==> src/design/nmi_regs.svh <==
`ifndef NMI_REGS_SVH
`define NMI_REGS_SVH
// Behaviour
// Four sources: converter, timer0, timer1, port edges
// Enables at offset 0, requests at 1
// Reset clears all enables and all requests
// Take when request and enable; fixed priority
// Push program counter and carry, then branch
// Entry clears all four global enables
// Enables rewritten in service allow nesting
// After enabling, entry follows two more instructions
// Flag cleared in those two abandons entry
// Conversion done sets converter request, enable bit3
// Enabled converter interrupt wakes core from HALT
// Timer rollover sets its request flag
// Enabled timer interrupt wakes core from HALT
// Analog configured pins never raise port requests
// Enabled port interrupt wakes HALT or STOP
// Per-pin enable registers, one per port
// Per-pin request flags set by falling edge
// Enabled per-pin request sets global port request
// Requests stay until written zero; set wins

// ----------------------------------------
// Register offsets
// ----------------------------------------
`define NMI_ADDR_W 10
`define NMI_OFS_EN 10'h000
`define NMI_OFS_REQ 10'h001
`define NMI_OFS_PD_EN 10'h384
`define NMI_OFS_PD_REQ 10'h385
`define NMI_OFS_PB_EN 10'h386
`define NMI_OFS_PB_REQ 10'h387

// ----------------------------------------
// Field positions, reset values, counts
// ----------------------------------------
`define NMI_BIT_CONV 3
`define NMI_BIT_TMR0 2
`define NMI_BIT_TMR1 1
`define NMI_BIT_PORT 0
`define NMI_RST_NIB 4'h0
`define NMI_PC_W 12
`define NMI_ENTRY_WAIT 2'h2
`endif

==> src/design/nmi_pkg.sv <==
`include "nmi_regs.svh"
package nmi_pkg;
    // Source that won the priority decode
    typedef enum logic [1:0] {
        nmi_src_conv = 2'b00,
        nmi_src_tmr0 = 2'b01,
        nmi_src_tmr1 = 2'b10,
        nmi_src_port = 2'b11
    } nmi_src_e;

    // One register port request
    typedef struct packed {
        logic [`NMI_ADDR_W-1:0] addr;
        logic [3:0] wdata;
        logic wr;
        logic rd;
    } nmi_bus_s;

    // Context pushed on entry
    typedef struct packed {
        logic [`NMI_PC_W-1:0] pc;
        logic carry;
    } nmi_push_s;
endpackage

==> src/design/nmi_top.sv <==
// Chosen here: strobed register access.
`timescale 1ns/10ps
`include "nmi_regs.svh"
module nmi_top (
    // Clock and reset
    input logic core_clk,
    input logic rstn,
    // Register port
    input nmi_pkg::nmi_bus_s bus_req,
    output logic [3:0] bus_rdata,
    // Internal event pulses
    input logic adc_done,
    input logic t0_overflow,
    input logic t1_overflow,
    // Port pins and their analog selection
    input logic [3:0] edge_port_d,
    input logic [3:0] edge_port_b,
    input logic [3:0] port_d_analog,
    input logic [3:0] port_b_analog,
    // Core status
    input logic instr_done,
    input logic cpu_halted,
    input logic cpu_stopped,
    input logic [`NMI_PC_W-1:0] cpu_pc,
    input logic carry_flag,
    // Core requests
    output logic irq_take,
    output nmi_pkg::nmi_src_e irq_vector,
    output nmi_pkg::nmi_push_s stack_push,
    output logic cpu_wake
);

    // ----------------------------------------
    // Functions
    // ----------------------------------------

    // Address match, shared by read and write decode
    function automatic logic hit(input logic [`NMI_ADDR_W-1:0] a,
                                 input logic [`NMI_ADDR_W-1:0] ofs);
        hit = (a == ofs);
    endfunction

    // Fixed priority: converter first, port last
    function automatic nmi_pkg::nmi_src_e prio(input logic [3:0] p);
        if (p[`NMI_BIT_CONV]) begin
            prio = nmi_pkg::nmi_src_conv;
        end else if (p[`NMI_BIT_TMR0]) begin
            prio = nmi_pkg::nmi_src_tmr0;
        end else if (p[`NMI_BIT_TMR1]) begin
            prio = nmi_pkg::nmi_src_tmr1;
        end else begin
            prio = nmi_pkg::nmi_src_port;
        end
    endfunction

    // ----------------------------------------
    // Reset release
    // ----------------------------------------

    logic rst_meta_n_r; // First reset stage
    logic rst_sync_n_r; // Released reset for the rest

    // Assert at once, release two edges later
    always_ff @(posedge core_clk or negedge rstn) begin
        if (!rstn) begin
            rst_meta_n_r <= 1'b0;
            rst_sync_n_r <= 1'b0;
        end else begin
            rst_meta_n_r <= 1'b1;
            rst_sync_n_r <= rst_meta_n_r;
        end
    end

    // ----------------------------------------
    // Declarations
    // ----------------------------------------

    logic [3:0] en_r; // Global enables
    logic [3:0] req_r; // Global requests
    logic [3:0] pending; // Enabled and requested
    logic any_pending; // Something to take
    logic [1:0] wait_r; // Instructions left before entry
    logic take_now; // Entry this cycle
    logic irq_take_r; // Registered entry pulse
    nmi_pkg::nmi_src_e irq_vector_r; // Registered vector
    nmi_pkg::nmi_push_s stack_push_r; // Registered context
    logic cpu_wake_r; // Registered wake
    logic [3:0] bus_rdata_r; // Registered read data
    logic en_wr; // Write to enables
    logic req_wr; // Write to requests
    logic en_arm; // Enable write that opens a new entry
    logic [3:0] events; // Hardware set pulses
    logic [1:0][3:0] pin_in; // Raw pins, index 0 is port D
    logic [1:0][3:0] pin_analog; // Analog selection per pin
    logic [1:0][3:0] pin_meta_r; // Pin sync stage one
    logic [1:0][3:0] pin_sync_r; // Pin sync stage two
    logic [1:0][3:0] pin_prev_r; // Last synced level
    logic [1:0][3:0] pin_fall; // Digital falling edges
    logic [1:0][3:0] pin_en_r; // Per-pin enables
    logic [1:0][3:0] pin_req_r; // Per-pin requests
    logic [1:0] pin_req_wr; // Write to per-pin requests
    logic port_cond; // Any enabled per-pin request
    logic port_cond_r; // Last value of port_cond
    logic port_set; // New port request

    assign pin_in = {edge_port_b, edge_port_d};
    assign pin_analog = {port_b_analog, port_d_analog};
    assign en_wr = bus_req.wr && hit(bus_req.addr, `NMI_OFS_EN);
    assign req_wr = bus_req.wr && hit(bus_req.addr, `NMI_OFS_REQ);

    // ----------------------------------------
    // Port edge detection
    // ----------------------------------------

    genvar p;
    generate
        for (p = 0; p < 2; p = p + 1) begin : g_port
            localparam logic [`NMI_ADDR_W-1:0] EN_OFS = (p == 0) ? `NMI_OFS_PD_EN
                                                                 : `NMI_OFS_PB_EN;
            localparam logic [`NMI_ADDR_W-1:0] REQ_OFS = (p == 0) ? `NMI_OFS_PD_REQ
                                                                  : `NMI_OFS_PB_REQ;

            // Pins are asynchronous, so two stages before any use
            always_ff @(posedge core_clk or negedge rst_sync_n_r) begin
                if (!rst_sync_n_r) begin
                    pin_meta_r[p] <= `NMI_RST_NIB;
                    pin_sync_r[p] <= `NMI_RST_NIB;
                    pin_prev_r[p] <= `NMI_RST_NIB;
                end else begin
                    pin_meta_r[p] <= pin_in[p];
                    pin_sync_r[p] <= pin_meta_r[p];
                    pin_prev_r[p] <= pin_sync_r[p];
                end
            end

            // Analog pins are masked off the edge detector
            assign pin_fall[p] = pin_prev_r[p] & ~pin_sync_r[p] & ~pin_analog[p];
            assign pin_req_wr[p] = bus_req.wr && hit(bus_req.addr, REQ_OFS);

            // Per-pin enables, plain storage
            always_ff @(posedge core_clk or negedge rst_sync_n_r) begin
                if (!rst_sync_n_r) begin
                    pin_en_r[p] <= `NMI_RST_NIB;
                end else if (bus_req.wr && hit(bus_req.addr, EN_OFS)) begin
                    pin_en_r[p] <= bus_req.wdata;
                end
            end

            // Per-pin requests; an edge beats a clearing write
            always_ff @(posedge core_clk or negedge rst_sync_n_r) begin
                if (!rst_sync_n_r) begin
                    pin_req_r[p] <= `NMI_RST_NIB;
                end else if (pin_req_wr[p]) begin
                    pin_req_r[p] <= bus_req.wdata | pin_fall[p];
                end else begin
                    pin_req_r[p] <= pin_req_r[p] | pin_fall[p];
                end
            end
        end
    endgenerate

    // ----------------------------------------
    // Global port request
    // ----------------------------------------

    // Rising edge only, so software can clear the global flag
    assign port_cond = |((pin_req_r[0] & pin_en_r[0]) | (pin_req_r[1] & pin_en_r[1]));
    assign port_set = port_cond && !port_cond_r;

    // Remember the previous condition
    always_ff @(posedge core_clk or negedge rst_sync_n_r) begin
        if (!rst_sync_n_r) begin
            port_cond_r <= 1'b0;
        end else begin
            port_cond_r <= port_cond;
        end
    end

    // ----------------------------------------
    // Global enables and requests
    // ----------------------------------------

    // Source pulses into their bit positions
    always_comb begin
        events = `NMI_RST_NIB;
        events[`NMI_BIT_CONV] = adc_done;
        events[`NMI_BIT_TMR0] = t0_overflow;
        events[`NMI_BIT_TMR1] = t1_overflow;
        events[`NMI_BIT_PORT] = port_set;
    end

    // Requests: events win over a write of zero
    always_ff @(posedge core_clk or negedge rst_sync_n_r) begin
        if (!rst_sync_n_r) begin
            req_r <= `NMI_RST_NIB;
        end else if (req_wr) begin
            req_r <= bus_req.wdata | events;
        end else begin
            req_r <= req_r | events;
        end
    end

    // Enables: entry clears all, which beats a same-cycle write
    always_ff @(posedge core_clk or negedge rst_sync_n_r) begin
        if (!rst_sync_n_r) begin
            en_r <= `NMI_RST_NIB;
        end else if (take_now) begin
            en_r <= `NMI_RST_NIB;
        end else if (en_wr) begin
            en_r <= bus_req.wdata;
        end
    end

    assign pending = req_r & en_r;
    assign any_pending = |pending;

    // ----------------------------------------
    // Entry delay after enabling
    // ----------------------------------------

    // Only a write that opens a new source restarts the delay
    assign en_arm = en_wr && !take_now && |(bus_req.wdata & req_r & ~en_r);

    // Count the enabling instruction and the two after it
    always_ff @(posedge core_clk or negedge rst_sync_n_r) begin
        if (!rst_sync_n_r) begin
            wait_r <= 2'h0;
        end else if (en_arm) begin
            wait_r <= instr_done ? `NMI_ENTRY_WAIT : `NMI_ENTRY_WAIT + 2'h1;
        end else if (instr_done && wait_r != 2'h0) begin
            wait_r <= wait_r - 2'h1;
        end
    end

    // Entry at an instruction boundary, or at once in HALT or STOP; a dropped flag abandons it
    assign take_now = any_pending && !irq_take_r &&
                      (cpu_halted || cpu_stopped || (instr_done && wait_r <= 2'h1));

    // ----------------------------------------
    // Entry outputs
    // ----------------------------------------

    // One pulse per entry
    always_ff @(posedge core_clk or negedge rst_sync_n_r) begin
        if (!rst_sync_n_r) begin
            irq_take_r <= 1'b0;
        end else begin
            irq_take_r <= take_now;
        end
    end

    // Vector and saved context are held until the next entry
    always_ff @(posedge core_clk or negedge rst_sync_n_r) begin
        if (!rst_sync_n_r) begin
            irq_vector_r <= nmi_pkg::nmi_src_conv;
            stack_push_r <= '0;
        end else if (take_now) begin
            irq_vector_r <= prio(pending);
            stack_push_r <= {cpu_pc, carry_flag};
        end
    end

    // Wake: any enabled source from HALT, port only from STOP
    always_ff @(posedge core_clk or negedge rst_sync_n_r) begin
        if (!rst_sync_n_r) begin
            cpu_wake_r <= 1'b0;
        end else begin
            cpu_wake_r <= (cpu_halted && any_pending) ||
                          (cpu_stopped && pending[`NMI_BIT_PORT]);
        end
    end

    // ----------------------------------------
    // Register read port
    // ----------------------------------------

    // Data stands one cycle after the strobe, zero otherwise
    always_ff @(posedge core_clk or negedge rst_sync_n_r) begin
        if (!rst_sync_n_r) begin
            bus_rdata_r <= `NMI_RST_NIB;
        end else if (!bus_req.rd) begin
            bus_rdata_r <= `NMI_RST_NIB;
        end else if (hit(bus_req.addr, `NMI_OFS_EN)) begin
            bus_rdata_r <= en_r;
        end else if (hit(bus_req.addr, `NMI_OFS_REQ)) begin
            bus_rdata_r <= req_r;
        end else if (hit(bus_req.addr, `NMI_OFS_PD_EN)) begin
            bus_rdata_r <= pin_en_r[0];
        end else if (hit(bus_req.addr, `NMI_OFS_PD_REQ)) begin
            bus_rdata_r <= pin_req_r[0];
        end else if (hit(bus_req.addr, `NMI_OFS_PB_EN)) begin
            bus_rdata_r <= pin_en_r[1];
        end else if (hit(bus_req.addr, `NMI_OFS_PB_REQ)) begin
            bus_rdata_r <= pin_req_r[1];
        end else begin
            bus_rdata_r <= `NMI_RST_NIB; // Unmapped reads as zero
        end
    end

    assign bus_rdata = bus_rdata_r;
    assign irq_take = irq_take_r;
    assign irq_vector = irq_vector_r;
    assign stack_push = stack_push_r;
    assign cpu_wake = cpu_wake_r;
endmodule // nmi_top

==> config.mk <==
export PLATFORM = sky130hd
export DESIGN_NAME = nmi_top
export DESIGN_NICKNAME = d
export VERILOG_FILES = /design/src/design/nmi_pkg.sv /design/src/design/nmi_top.sv
export VERILOG_INCLUDE_DIRS = /design/src /design/src/design
export SDC_FILE = /design/constraint.sdc
export NUM_CORES = 1
export LEC_CHECK = 0
export BUFFER_PORTS_ARGS = -buffer_cell sky130_fd_sc_hd__buf_4
export CORE_MARGIN = 2
export CORE_UTILIZATION = 53
export DETAILED_ROUTE_END_ITERATION = 7
export GPL_TIMING_DRIVEN = 0
export PLACE_DENSITY = 0.91
export SETUP_SLACK_MARGIN = 0.5
export SYNTH_ARGS = -nofsm -noshare
export SYNTH_HDL_FRONTEND = slang
export SYNTH_SLANG_ARGS = --single-unit
==> constraint.sdc <==
create_clock -name core_clk -period 3 [get_ports core_clk]
set_input_delay 0.3 -clock core_clk [delete_from_list [all_inputs] [get_ports core_clk]]
set_output_delay 0.3 -clock core_clk [all_outputs]
set_load 0.1 [all_outputs]
==> run_results.csv, run 1 <==
group,metric,value,unit
outcome,outcome,"finished, final reports clean",
sta,skew,0.0138,ns
route,drt_wl_total,6.47,mm
final_layout,nets,425,
final_layout,final_common_cell,"buf_4",
grt,grt_pass1_wl,11.1,mm
sta,slew_headroom,42.3,%
synth,synth_ff_type,"dfrtp_1",
sta,fin_crit_sh,68.5,%
power_and_ir_drop,vdd_ir_drop_max,0.398,mV
setup_path,crit_type,"register to register",
clock_network,cts.path.max_buffers,2,
final_layout,area_growth,27.2,%
flow_run,maxCapViolCount,0,
synth,yosys.area.top_type_share,59.9,%
floorplanning,ios,74,
sta,drv_slew,0,
power_and_ir_drop,switchingPower,0.717,mW
setup_path,worstPathMaxFanout,10,
power_and_ir_drop,p_per_area,576,nW/um2
synth,avgSynthCellArea,10.8,um2
power_and_ir_drop,pwr-share-comb,19.5,%
sta,clock.fmax,487,MHz
power_and_ir_drop,switching_share,31.6,%
place,gp_congestion,0.850,
synth,async_reset_ff_share,100,%
route,dr.max_layer_used,"met4",
synth,synthesis.area,3090,um2
setup_path,critPathRequiredTime,3.28,ns
setup_path,arrival,2.33,ns
sta,setup_viol,0,
setup_path,cp-end-kind,"register",
setup_path,r2r_slack,0.94,ns
route,drtIter0Drc,136,
clock_network,clock-root-buffer,"clkbuf_8",
route,met3_length,440,um
final_layout,layout_common_cells,"buf_4, dfrtp_1, nand2_1, nor2_1, mux2i_1",
final_layout,drive_above_1_share,30.9,%
sta,rsz0062_at_grt,"no",
synth,synthCells,285,
final_layout,final_core_util,70.5,%
floorplanning,row_count,27,
grt,grt-ovfl-total,0,
route,wl_met2,3.14,mm
clock_network,cts_resized,0,
floorplanning,dieHeight,80.4,um
clock_network,clock_latency,0.34,ns
grt,antenna_found_initial,0,
grt,grt_start_max_net_pins,73,
clock_network,numClockSinks,74,
setup_path,timing.rr.start,"wait_r[0]",
power_and_ir_drop,p_clk_share,31.4,%
sta,hold_viol_final,0,
sta,tns,0,ns
clock_network,htreeDepth,3,
clock_network,cts_tree,"done",
clock_network,cts.clk_slew.worst_paths,0.08,ns
grt,first_global_vias,2530,
power_and_ir_drop,seqPwrFrac,49.2,%
synth,netlist.top_cell.by_area,"dfrtp_1",
route,met1_length,2.72,mm
route,vias,2363,
setup_path,cp-startpoint,"wait_r[0]",
final_layout,diodes,0,
grt,grtUsageTotal,22.5,%
power_and_ir_drop,p_int,1.55,mW
setup_path,path_cells,"ha_1 > nand2b_1 > a2bb2oi_1 > or2_2 > clkbuf_1 > clkbuf_1 > nand2_1 > nand2_1",
route,drt_pre_antenna_iters,4,
synth,ys_warn_count,0,
clock_network,numCtsBuffers,9,
floorplanning,core,5570,um2
setup_path,slowest_stage,"dfrtp_1",
synth,synth.area.top_cells,"dfrtp_1, nand2_1, mux2i_1",
floorplanning,die_x,80.4,um
synth,synth-seq-cells,74,
route,drc,0,
sta,worstMarginPinSlew,0.866,ns
place,dp_hpwl,4.66,mm
setup_path,worstReg2RegEnd,"stack_push[7]",
setup_path,startpoint_type,"register",
power_and_ir_drop,leakagePower,1.91,nW
route,via_per_inst,5.29,
setup_path,slowest_delay,0.42,ns
setup_path,critical_path.endpoint,"stack_push[7]",
synth,synth_nets,340,
setup_path,reg2regPathDepth,8,
synth,yosysSeqAreaShare,59.9,%
route,antenna_left,0,
sta,fin_crit,2.06,ns
hold_path,hp-class,"input port to register",
place,io_buffers,73,
floorplanning,start_util,55.5,%
synth,ys_types,42,
synth,synth_edf_count,0,
sta,worst_hold_slack,0.0608,ns
floorplanning,die_area,6460,um2
final_layout,nFillCells,420,
route,wl_per_cell,14.5,um
-- power groups by stage --
stage	Combinational [mW]	Clock (mW)	Sequential [mW]
after detailed placement	0.440	0	1.13
final	0.440	0.711	1.11
after global routing	0.477	0.781	1.12
after global placement	0.429	0	1.13
after floorplan	0.117	0	1.31
after CTS	0.443	0.736	1.11
-- layout make-up --
type	count	area [um2]	share of cell area, %
Sequential cell	74	1860	47.2
Multi-Input combinational cell	191	1150	29.2
Buffer	10	52.6	1.34
Clock buffer	12	155	3.95
Inverter	10	37.5	0.955
Clock inverter	4	33.8	0.859
Tap cell	72	90.1	2.29
Timing Repair Buffer	74	558	14.2
-- routing by layer --
| metal | global-route usage, % | up-vias |
|---|---|---|
| li1 | - | 1143 |
| met1 | 27.8 | 1115 |
| met2 | 37.3 | 89 |
| met3 | 5.96 | 16 |
| met4 | 10.2 | 0 |
| met5 | 0 | - |
-- synth_stat cells (4+ instances only) --
cell      instances
nor2_1           20
a22oi_1           4
mux2_2            4
a21oi_1          11
nand3_1           8
o21ai_0           9
o221a_2           4
o211ai_1          6
o31ai_1           4
mux2i_1          13
inv_1             9
nand2_1          72
dfrtp_1          74
clkbuf_1          4
mux2_4            4
-- metrics by stage --
stage	power, mW	instances	setup WS, ns	cell area (um2)
detailed placement	1.57	430	0.938	3730
CTS	2.29	447	0.915	3930
floorplan	1.43	285	0.787	3090
global placement	1.56	430	0.100	3730
finish	2.26	447	0.945	3930
global route	2.38	447	0.710	3930
-- repair_timing --
item / CTS / global route
hold buffers: 1 / 0
endpoints found under the setup margin: 0 / 0
setup buffers: 0 / 0
endpoints found under the hold margin: 2 / 0
-- cells by family after synthesis --
kind of cell	count (synthesis)	share of synthesized area, %
AO/OA/AOI/OAI	46	10.7
other	1	0.121
buffers and inverters	20	2.91
multiplexers	21	7.61
adder cells (fa/ha/maj)	2	0.809
flip-flops	74	59.9
AND/OR/NAND/NOR	121	17.9
-- registers in the layout (all words and copies together), names as in the netlist, 8 cells and up --
register,count
pin_req_r,8
pin_sync_r,8
pin_en_r,8
pin_meta_r,8
pin_prev_r,8
stack_push,13
-- worst max-delay path: cells and delay by family, from the launching register on --
kind	cells	cell delay [ns]
simple gates	4	0.50
compound gates	1	0.23
buf+inv	2	0.64
fa+ha+maj	1	0.20
flops	1	0.42
-- worst min-delay path by stage --
stage,start,to,slack [ns],cells after the start
after floorplan,rstn,rst_meta_n_r,0.004,0
after global placement,rstn,rst_meta_n_r,0.08,1
after detailed placement,rstn,rst_meta_n_r,0.08,1
after CTS,edge_port_b[1],pin_meta_r[5],0.05,1
after global routing,edge_port_b[2],pin_meta_r[6],0.04,1
final,edge_port_b[1],pin_meta_r[5],0.06,1
Note: power is estimated with default switching activity, not from simulation.
==> inputs of run 2 (changes only) <==
- clock period: 3 -> 1.9 ns (I/O delays scaled with it)
==> run 2 against run 1 <==
Effect of this change: register-to-register slack worse by 0.64 ns; via count is 9.0% higher; cell count is 5.6% higher; worst setup slack worse by 0.64 ns.
==> run_results.csv, run 2 (same netlist as run 1, synthesis figures left out) <==
group,metric,value,unit
outcome,outcome,"finished, final reports clean",
floorplanning,ios,74,
power_and_ir_drop,switchingPower,1.22,mW
clock_network,numClockSinks,74,
power_and_ir_drop,p_int,2.54,mW
final_layout,nets,450,
grt,antenna_found_initial,0,
floorplanning,dieHeight,80.4,um
power_and_ir_drop,p_per_area,852,nW/um2
grt,grt_pass1_wl,12.2,mm
setup_path,cp_top_family,"compound AO/OA/AOI/OAI gates",
power_and_ir_drop,switching_share,32.4,%
setup_path,reg2regPathDepth,8,
grt,grt_start_max_net_pins,73,
power_and_ir_drop,seqPwrFrac,47.0,%
sta,rsz0062_at_grt,"yes",
route,via_per_inst,5.46,
setup_path,slowest_stage,"dfrtp_1",
floorplanning,row_count,27,
setup_path,cp-end-kind,"register",
place,dp_hpwl,4.50,mm
route,drc,0,
final_layout,area_growth,43.0,%
final_layout,final_common_cell,"buf_4",
floorplanning,die_area,6460,um2
flow_run,maxCapViolCount,0,
setup_path,slowest_delay,0.40,ns
sta,hold_viol_final,0,
setup_path,critPathRequiredTime,2.17,ns
grt,grtUsageTotal,25.3,%
clock_network,clock-root-buffer,"clkbuf_8",
route,drt_wl_total,7.81,mm
setup_path,startpoint_type,"register",
sta,setup_viol,0,
setup_path,path_cells,"inv_2 > ha_4 > nand2b_4 > a2bb2oi_2 > buf_4 > o221ai_4 > mux2i_1 > a21boi_2",
setup_path,path_depth,8,
floorplanning,die_x,80.4,um
clock_network,cts_tree,"done",
setup_path,arrival,1.86,ns
setup_path,cp_num_buf_inv,2,
setup_path,r2r_slack,0.31,ns
grt,grt-ovfl-total,0,
hold_path,worstHoldStart,"cpu_pc[11]",
final_layout,layout_common_cells,"buf_4, dfrtp_1, nand2_1, nand2_2, nor2_1",
sta,fin_crit_sh,83.9,%
final_layout,diodes,0,
sta,slew_headroom,40.8,%
sta,drv_slew,0,
clock_network,cts.path.max_buffers,2,
clock_network,cts.clk_slew.worst_paths,0.07,ns
route,antenna_left,0,
route,vias,2576,
clock_network,numCtsBuffers,9,
setup_path,worstReg2RegEnd,"wait_r[0]",
power_and_ir_drop,leakagePower,2.11,nW
sta,skew,0.0102,ns
setup_path,timing.rr.start,"wait_r[1]",
floorplanning,start_util,55.5,%
sta,worstMarginPinSlew,0.888,ns
sta,tns,0,ns
final_layout,final_core_util,79.3,%
power_and_ir_drop,p_clk_share,26.6,%
final_layout,largest_reg_flops,13,
hold_path,hp-class,"input port to register",
setup_path,crit_type,"register to register",
route,drt_pre_antenna_iters,5,
grt,first_global_vias,2687,
floorplanning,core,5570,um2
sta,clock.fmax,627,MHz
route,wl_per_cell,16.5,um
hold_path,holdPathStages,3,
hold_path,hold_end,"stack_push[12]",
route,drtIter0Drc,268,
final_layout,drive_above_1_share,44.0,%
power_and_ir_drop,pwr-share-comb,26.5,%
final_layout,nFillCells,334,
power_and_ir_drop,vdd_ir_drop_max,0.542,mV
clock_network,clock_latency,0.33,ns
place,gp_congestion,0.890,
place,io_buffers,73,
setup_path,worstPathMaxFanout,2,
sta,fin_crit,1.59,ns
clock_network,htreeDepth,3,
## run 2: cell count changes in the layout (fill, tap and decap cells not counted), sizes merged
cell | before | now
buf | 78 | 95
inv | 11 | 10
clkbuf | 17 | 18
dlygate4sd3 | 1 | 9
## run 2: area by class of cell
class                   instances  area [um2]  share of cell area, %
plain buffers                  10         126                   2.86
inverters                      10        50.0                   1.13
repair buffers                 99         803                   18.2
flip-flops and latches         74        1860                   42.0
well taps                      72        90.1                   2.04
clock buffers                  13         139                   3.14
clock inverters                 3        17.5                  0.396
multi-input cells             191        1340                   30.2
## run 2: worst reg2reg max path, cell delays in order, from the launching register on
cell       delay [ns]
dfrtp_1          0.40
inv_2            0.09
ha_4             0.12
nand2b_4         0.12
a2bb2oi_2        0.06
buf_4            0.15
o221ai_4         0.19
mux2i_1          0.23
a21boi_2         0.18
## run 2: how the worst max path moves through the flow
stage                             from            end  slack (ns)
after CTS                    wait_r[1]  stack_push[3]        0.33
after global routing         wait_r[1]      wait_r[0]        0.22
after global placement    rst_sync_n_r       irq_take        0.06
after detailed placement   bus_req[11]   pin_req_r[7]        0.05
final                        wait_r[1]      wait_r[0]        0.31
after floorplan               irq_take  stack_push[0]        0.27
## run 2: through the flow
step                setup slack (ns)  hold WS [ns]  instance area (um2)  total power, mW  cells
floorplan                      0.273        -0.106                 3160             2.27    285
global placement              0.0590       -0.0264                 3800             2.48    430
detailed placement            0.0480       -0.0260                 3800             2.50    430
CTS                            0.334        0.0320                 4290             3.67    469
global route                   0.221        0.0338                 4420             3.92    472
finish                         0.306        0.0464                 4420             3.77    472
## run 2: repair_timing
action,CTS,global route
gates resized for setup,29,30
setup endpoints to repair,32,34
pin swaps,15,14
hold buffers,9,0
buffers inserted,12,3
endpoints found under the hold margin,10,0
cloned,2,0
## run 2: power by group through the flow
| stage | Clock, mW | Sequential [mW] | Combinational (mW) |
|---|---|---|---|
| after global routing | 1.09 | 1.78 | 1.05 |
| after detailed placement | 0 | 1.79 | 0.707 |
| after CTS | 1.01 | 1.77 | 0.889 |
| final | 1.00 | 1.77 | 0.997 |
| after floorplan | 0 | 2.07 | 0.199 |
| after global placement | 0 | 1.79 | 0.690 |
## run 2: metal layers
layer  share of wire, %  up-vias  global-route usage [%]
met4                2.5        0                    12.7
li1                   -     1187                       -
met5                  0        -                       0
met2                 50      128                    41.8
met1                 39     1241                    30.4
met3                8.3       20                    6.85
